`src/include/ldoalt_defs.svh`:
```
`ifndef LDOALT_DEFS_SVH
`define LDOALT_DEFS_SVH

// register indexes of the three alternate-set registers
`define LDOALT_THIRD_OFS   12'h0BC
`define LDOALT_FOURTH_OFS  12'h0BD
`define LDOALT_FIFTH_OFS   12'h0BE
// index = printed offset, byte address = 4 * index
`define LDOALT_ADDR_SHIFT  2
// field positions
`define LDOALT_SLEEP_BIT   7
`define LDOALT_RSVD_BIT    6
`define LDOALT_CODE7_MSB   6
`define LDOALT_CODE6_MSB   5
// reset values
`define LDOALT_RESET_BYTE  8'h00
// fifth regulator code map: 0.90 V floor, 50 mV steps, 3.60 V ceiling
`define LDOALT_FIFTH_LOW   6'h02
`define LDOALT_FIFTH_HIGH  6'h38
// millivolt figures
`define LDOALT_BASE_MV     16'h0384
`define LDOALT_STEP7_MV    16'h0014
`define LDOALT_STEP6_MV    16'h0032

`endif

```
`src/include/ldoalt_pkg.sv`:
```
package ldoalt_pkg;

  typedef struct packed {
    logic [7:0]  third_reg;
    logic [7:0]  fourth_reg;
    logic [7:0]  fifth_reg;
    logic [31:0] prdata_reg;
    logic        pready_reg;
    logic        pslverr_reg;
    logic [15:0] third_mv_reg;
    logic [15:0] fourth_mv_reg;
    logic [15:0] fifth_mv_reg;
  } ldoalt_state_t;

endpackage

```
`src/design/ldoalt_regs.sv`:
```
// The APB slave port was decided locally.
`timescale 1ns/1ps
`include "ldoalt_defs.svh"

module ldoalt_regs
  import ldoalt_pkg::*;
#(
  parameter int ADDR_W = 12
) (
  input  wire logic              pclk,
  input  wire logic              presetn,
  input  wire logic              psel,
  input  wire logic              penable,
  input  wire logic              pwrite,
  input  wire logic [ADDR_W-1:0] paddr,
  input  wire logic [31:0]       pwdata,
  input  wire logic [3:0]        pstrb,
  output logic [31:0]            prdata,
  output logic                   pready,
  output logic                   pslverr,
  output logic                   third_reg_alt_sleep_sel,
  output logic [6:0]             third_reg_alt_voltage_code,
  output logic                   fourth_reg_alt_sleep_sel,
  output logic [6:0]             fourth_reg_alt_voltage_code,
  output logic                   fifth_reg_alt_sleep_sel,
  output logic [5:0]             fifth_reg_alt_voltage_code,
  output logic [15:0]            third_target_mv,
  output logic [15:0]            fourth_target_mv,
  output logic [15:0]            fifth_target_mv
);

  // register map needs ten address bits
  if (ADDR_W < 10) begin : g_addr_chk
    $error("ADDR_W too small for register map");
  end

  ldoalt_state_t st_reg;
  ldoalt_state_t st_next;

  logic [ADDR_W-1:0] a_third;
  logic [ADDR_W-1:0] a_fourth;
  logic [ADDR_W-1:0] a_fifth;
  assign a_third  = ADDR_W'(`LDOALT_THIRD_OFS) << `LDOALT_ADDR_SHIFT;
  assign a_fourth = ADDR_W'(`LDOALT_FOURTH_OFS) << `LDOALT_ADDR_SHIFT;
  assign a_fifth  = ADDR_W'(`LDOALT_FIFTH_OFS) << `LDOALT_ADDR_SHIFT;

  function automatic logic [15:0] mv7(input logic [6:0] c);
    mv7 = 16'(`LDOALT_BASE_MV + 16'(c) * `LDOALT_STEP7_MV);
  endfunction

  function automatic logic [15:0] mv6(input logic [5:0] c);
    logic [5:0] k;
    k = c;
    if (k < `LDOALT_FIFTH_LOW) begin
      k = `LDOALT_FIFTH_LOW;
    end
    if (k > `LDOALT_FIFTH_HIGH) begin
      k = `LDOALT_FIFTH_HIGH;
    end
    mv6 = 16'(`LDOALT_BASE_MV
          + 16'(k - `LDOALT_FIFTH_LOW) * `LDOALT_STEP6_MV);
  endfunction

  logic       access;
  logic       hit;
  logic [7:0] wbyte;

  always_comb begin
    st_next = st_reg;
    access  = psel && penable && !st_reg.pready_reg;
    hit     = (paddr == a_third) || (paddr == a_fourth)
              || (paddr == a_fifth);
    wbyte   = pwdata[7:0];
    st_next.pready_reg  = access;
    st_next.pslverr_reg = access && !hit;
    st_next.prdata_reg  = 32'h0000_0000;
    if (access && pwrite && pstrb[0]) begin
      if (paddr == a_third) begin
        st_next.third_reg = wbyte;
      end
      if (paddr == a_fourth) begin
        st_next.fourth_reg = wbyte;
      end
      if (paddr == a_fifth) begin
        st_next.fifth_reg = wbyte;
        st_next.fifth_reg[`LDOALT_RSVD_BIT] = 1'b0;
      end
    end
    if (access && !pwrite) begin
      if (paddr == a_third) begin
        st_next.prdata_reg = {24'h00_0000, st_reg.third_reg};
      end
      if (paddr == a_fourth) begin
        st_next.prdata_reg = {24'h00_0000, st_reg.fourth_reg};
      end
      if (paddr == a_fifth) begin
        st_next.prdata_reg = {24'h00_0000, st_reg.fifth_reg};
      end
    end
    st_next.third_mv_reg  =
      mv7(st_next.third_reg[`LDOALT_CODE7_MSB:0]);
    st_next.fourth_mv_reg =
      mv7(st_next.fourth_reg[`LDOALT_CODE7_MSB:0]);
    st_next.fifth_mv_reg  =
      mv6(st_next.fifth_reg[`LDOALT_CODE6_MSB:0]);
  end

  always_ff @(posedge pclk or negedge presetn) begin
    if (!presetn) begin
      st_reg <= '0;
      st_reg.third_reg  <= `LDOALT_RESET_BYTE;
      st_reg.fourth_reg <= `LDOALT_RESET_BYTE;
      st_reg.fifth_reg  <= `LDOALT_RESET_BYTE;
      st_reg.third_mv_reg  <= `LDOALT_BASE_MV;
      st_reg.fourth_mv_reg <= `LDOALT_BASE_MV;
      st_reg.fifth_mv_reg  <= `LDOALT_BASE_MV;
    end else begin
      st_reg <= st_next;
    end
  end

  assign prdata  = st_reg.prdata_reg;
  assign pready  = st_reg.pready_reg;
  assign pslverr = st_reg.pslverr_reg;
  // sleep select per regulator
  assign third_reg_alt_sleep_sel  = st_reg.third_reg[`LDOALT_SLEEP_BIT];
  assign fourth_reg_alt_sleep_sel = st_reg.fourth_reg[`LDOALT_SLEEP_BIT];
  assign fifth_reg_alt_sleep_sel  = st_reg.fifth_reg[`LDOALT_SLEEP_BIT];
  assign third_reg_alt_voltage_code  = st_reg.third_reg[6:0];
  assign fourth_reg_alt_voltage_code = st_reg.fourth_reg[6:0];
  assign fifth_reg_alt_voltage_code  = st_reg.fifth_reg[5:0];
  assign third_target_mv  = st_reg.third_mv_reg;
  assign fourth_target_mv = st_reg.fourth_mv_reg;
  assign fifth_target_mv  = st_reg.fifth_mv_reg;

endmodule

```
`config.mk`:
```
export PLATFORM = sky130hd
export DESIGN_NAME = ldoalt_regs
export DESIGN_NICKNAME = d
export VERILOG_FILES = /design/src/include/ldoalt_pkg.sv /design/src/design/ldoalt_regs.sv
export VERILOG_INCLUDE_DIRS = /design/src /design/src/include
export SDC_FILE = /design/constraint.sdc
export NUM_CORES = 1
export LEC_CHECK = 0
export ABC_AREA = 1
export BUFFER_PORTS_ARGS = -buffer_cell sky130_fd_sc_hd__buf_4
export CAP_MARGIN = 15
export CORE_UTILIZATION = 45
export CTS_BUF_LIST = sky130_fd_sc_hd__clkbuf_4
export CTS_CLUSTER_DIAMETER = 40
export DETAILED_ROUTE_END_ITERATION = 8
export GPL_TIMING_DRIVEN = 0
export PLACE_DENSITY = 0.83
export SETUP_SLACK_MARGIN = 0.2
export SLEW_MARGIN = 15
export SYNTH_ARGS = -nofsm -noshare
export SYNTH_HDL_FRONTEND = slang
export SYNTH_SLANG_ARGS = --single-unit
```
`constraint.sdc`:
```
create_clock -name pclk -period 6.1 [get_ports pclk]
set_clock_uncertainty 0.15 [all_clocks]
set_input_delay 0.305 -clock pclk [delete_from_list [all_inputs] [get_ports pclk]]
set_output_delay 0.305 -clock pclk [all_outputs]
set_load 0.01 [all_outputs]
```
== Word level (Yosys, flattened, before mapping) ==
Index checks and enable logic that the tools add are counted.
Word-level totals
  output and inout bits: 105
  word-level logic and storage cells: 48
  input port bits: 53
  bits in registers: 99
Cells by class
  equality and inequality tests: 3
  reductions and logical operators: 14
  multipliers: 3
  add/sub/neg operators: 4
  $lt $le $gt $ge: 2
  mux-type cells: 10
Operator list (count)
  $mux W32: 3
  $eq A12 B10 Y1 const B: 3
  $add A10 B12 Y13 const A: 2
  $mux W8: 3
  $mux W23: 1
  $mul A7 B3 Y10 const B: 2
  $add A10 B16 Y16 const A: 1
  $mul A16 B5 Y15 const B: 1
  $mux W6: 2
  $mux W7: 1
  $sub A6 B2 Y7 const B: 1
  $gt A6 B6 Y1 const B: 1
  $logic_and A1 B1 Y1: 6
  $lt A6 B2 Y1 const B: 1
  $reduce_and A2 Y1: 3
  $logic_not A1 Y1: 3
  $logic_or A1 B1 Y1: 2

== Logic depth before layout (Yosys ltp) ==
  depth after elaboration: 12
  mapped depth: 31
  gate-level depth less buffers: 31

== Least setup slack after synthesis ==
Ideal clock, no wire load.
  path kind: flip-flop to flip-flop
  from: register st_reg (netlist bit pready)
  to: register st_reg (netlist bit fifth_target_mv[11])
  path slack: 1.279 ns
  library setup time: 0.117 ns
  arrival: 4.554 ns
  stages on the path, launching flop included: 28
  cells stage by stage: dfrtp_1 inv_2 nand3_2 nor2_4 nand3_4 nand2_1 nand2_2 inv_2 nor2_1 a21boi_0 inv_1 ha_1 nand4_1 xor2_1 ha_1 ha_1 inv_1 fa_1 inv_1 ha_1 nand2_1 or2_2 nand4_1 nand3_1 nor3_1 nand2_2 nand3_1 nand2_1
RTL lines
  start: declaration: RTL line ldoalt_regs.sv:37  | ldoalt_state_t st_reg;
  start signal: assignment: RTL line ldoalt_regs.sv:118  | st_reg <= st_next;

==> summary.md <==
| Metric | Value |
|---|---|
| Sequential share of power | `0.477` |
| Combinational share of power | `0.099` |
| Worst-skew pair later-pin latency | `430 ps` |
| Share of cells above drive strength 1 | `0.296` |
| Maximum fanout encountered on the critical timing path | `10` |
| Part of the Yosys area used for sequential elements | `0.383` |
| Clock Power Share | `0.424` |
| Final count of hold timing violations | `0` |
| Post-synth EDFFs | `0` |
| Die outline area | `10,700 um^2` |
| Synth Cell Area | `4610 um^2` |
| RSZ-0062 raised after global routing | `no` |
| Overall Global Routing Usage | `0.205` |
| CP endpoint kind | `flop` |
| Sum of net half-perimeters after detailed placement | `8180 um` |
| CTS root buf | `clkbuf_4` |
| Synth area leader | `dfrtp_1` |
| Initial antenna violation count | `1` |
| Worst setup path category | `in2reg` |
| Number of global-route vias before repair | `3,803` |
| Die outline height | `103 um` |
| Final worst-path cycle share | `0.891` |
| Number of setup violations in the final report | `0` |
| Final Total Pwr | `994 uW` |
| Number of DRC markers after the initial detailed-route iteration | `137` |
| Sum of negative setup slack | `0 ps` |
| Htree depth | `3` |
| Vias after detailed routing | `3,828` |
| Setup crit start kind | `input pin` |
| Fmax | `184 MHz` |
| Netlist cell types | `41` |
| Final wirelength | `10,300 um` |
| Cts bufs inserted | `9` |
| Max FFs per register | `15` |
| Ports | `158` |
| Starting density of the core | `0.468` |
| Source of the critical timing path | `psel` |
| Largest net degree at the start of global routing | `71` |
| Number of buffers added on ports | `95` |
| Number of register bits inferred by synthesis | `70` |
| Reported leakage power | `0.00330 uW` |
| Global placement routability congestion | `0.892` |
| Post-DRT Antenna Nets | `0` |
| Placeable Area | `9860 um^2` |
| Max Cap Viol | `0` |
| Routed len/inst | `12.8 um` |
| Biggest area contributors in the synthesized netlist | `dfrtp_1 (31%), ha_1 (11%), nand2_1 (7.0%)` |
| DR DRC count | `0` |
| Residual overflow from global routing | `0` |
| Worst EP arrival | `5670 ps` |
| Mean number of vias per cell | `4.75` |
| Top_reg_cell synth | `dfrtp_1` |
| Fraction of synthesized cell area taken by the top area cell type | `0.315` |
| Worst Max-Slew Pin Slew | `872 ps` |
| Highest-delay cell along the critical path | `dlygate4sd3_1` |
| Min-Delay Path Class | `in2reg` |
| Slowest stage delay, CP | `530 ps` |
| Synth warn | `0` |
| Result of the run | `finished, final reports clean` |
| Count of clock tree sinks | `70` |
| FFs w/ async S/R, synth | `1.00` |
| Switching share of power | `0.226` |
| Area added between synthesis and finish | `27.9%` |
| Number of filler cells placed in the layout | `806` |
| Horizontal die dimension | `103 um` |
| Core Rows | `36` |
| Maximum clock path buffer count | `2` |
| Cells after synthesis | `516` |
| Data required time at the worst endpoint | `6330 ps` |
| Headroom to the max-slew limit | `0.419` |
| Power per standard cell area | `169 nW/um^2` |
| Power Internal | `770 uW` |
| CTS tree | `done` |
| Power spent charging and discharging nets | `224 uW` |
| Global-route wire length before repair | `16,600 um` |
| Final net count | `771` |
| VDD IR max | `0.0000824 V` |
| Startpoint of the lowest-slack hold path | `penable` |
| Time the worst path needs with I/O delays and setup | `5440 ps` |
| 1st-pass router iterations | `6` |
| Synthesized area per cell | `8.94 um^2` |
| Reg-to-reg critical path startpoint | `pready` |
| Clock slew at reported path FFs | `130 ps` |
| Max Transition Viols Final | `0` |
cell type report:
class | instances | area (um^2) | area share
Antenna cell | 1 | 2.50 | 0.000424
Buffer | 37 | 274 | 0.0465
Clock buffer | 10 | 75.1 | 0.0127
Clock inverter | 6 | 133 | 0.0225
Inverter | 91 | 344 | 0.0583
Multi-Input combinational cell | 360 | 2390 | 0.406
Sequential cell | 70 | 1770 | 0.300
Tap cell | 133 | 166 | 0.0282
Timing Repair Buffer | 98 | 743 | 0.126
power by group through the flow:
stage / clock, uW / combinational (uW) / sequential [uW]
2_1_floorplan: 0 / 53.5 / 486
3_3_place_gp: 0 / 93.3 / 482
3_5_place_dp: 0 / 95.9 / 483
4_1_cts: 430 / 97.8 / 474
5_1_grt: 446 / 110 / 475
6_report: 422 / 98.5 / 474
metrics by stage:
stage | util | hold slack, ps | cells | instance area [um^2] | worst slack [ps]
floorplan | - | -141 | 558 | 4770 | 1280
global route | 0.598 | 35.0 | 806 | 5900 | 235
CTS | 0.597 | 1.52 | 805 | 5890 | 454
detailed placement | 0.573 | 322 | 786 | 5650 | 498
finish | 0.598 | 33.4 | 806 | 5900 | 665
global placement | 0.573 | 302 | 786 | 5650 | 669
logic make-up (layout without fill, tap and decap cells):
| group | Yosys count | after routing | synth area share |
|---|---|---|---|
| buffers and inverters | 128 | 242 | 0.134 |
| flip-flops | 70 | 70 | 0.383 |
| AO/OA/AOI/OAI | 57 | 57 | 0.0778 |
| XOR/XNOR | 31 | 31 | 0.0605 |
| other | 2 | 45 | 0.00163 |
| AND/OR/NAND/NOR | 177 | 177 | 0.190 |
| adder cells (fa/ha/maj) | 51 | 51 | 0.153 |
path summary, 6_finish.rpt:
path / endpoint / slack (ps) / cells after the start
worst max-delay path: fifth_target_mv[13] / 660 / 28
worst min-delay path: pready / 30 / 3
worst max register to register: fifth_target_mv[13] / 710 / 27
worst min register to register: third_target_mv[2] / 370 / 1
max in group asynchronous: third_target_mv[5] / 4850 / 2
min in group asynchronous: fourth_target_mv[5] / 360 / 2
cells in the mapped netlist (9+ instances only):
cell     number
nor2_1       20
ha_1         42
nand3_1      26
inv_1        81
buf_4        36
nand2_2      11
o21ai_0      18
dfstp_2      12
nand4_1      10
a21oi_1      11
dfrtp_1      58
nand2_1      86
xor2_1       22
fa_1          9
layer usage:
metal	global-route usage	up-vias	routed length (um)
li1	-	1877	-
met1	0.217	1766	4000
met2	0.386	149	5330
met3	0.0397	36	631
met4	0.108	0	353
met5	0	-	0
critical path, delay by kind of cell:
| family | cells | cell delay [ps] |
|---|---|---|
| compound gates | 2 | 470 |
| buf+inv | 7 | 1000 |
| simple gates | 12 | 1530 |
| fa+ha+maj | 5 | 1730 |
| xor+xnor | 2 | 620 |
what timing repair did:
item	CTS	global route
gates resized for setup	0	2
hold buffers	3	0
setup endpoints to repair	0	3
endpoints found under the hold margin	62	0
buffers inserted	0	0
placed cells by master (no fill, tap or decap), types with 18 or more instances in the layout:
cell type / netlist / routed
buf_4: 36 / 131
nand2_1: 86 / 86
inv_1: 81 / 81
dfrtp_1: 58 / 58
conb_1: 2 / 44
ha_1: 42 / 42
nand3_1: 26 / 26
xor2_1: 22 / 21
nor2_1: 20 / 20
o21ai_0: 18 / 18
Note: power is estimated with default switching activity, not from simulation.
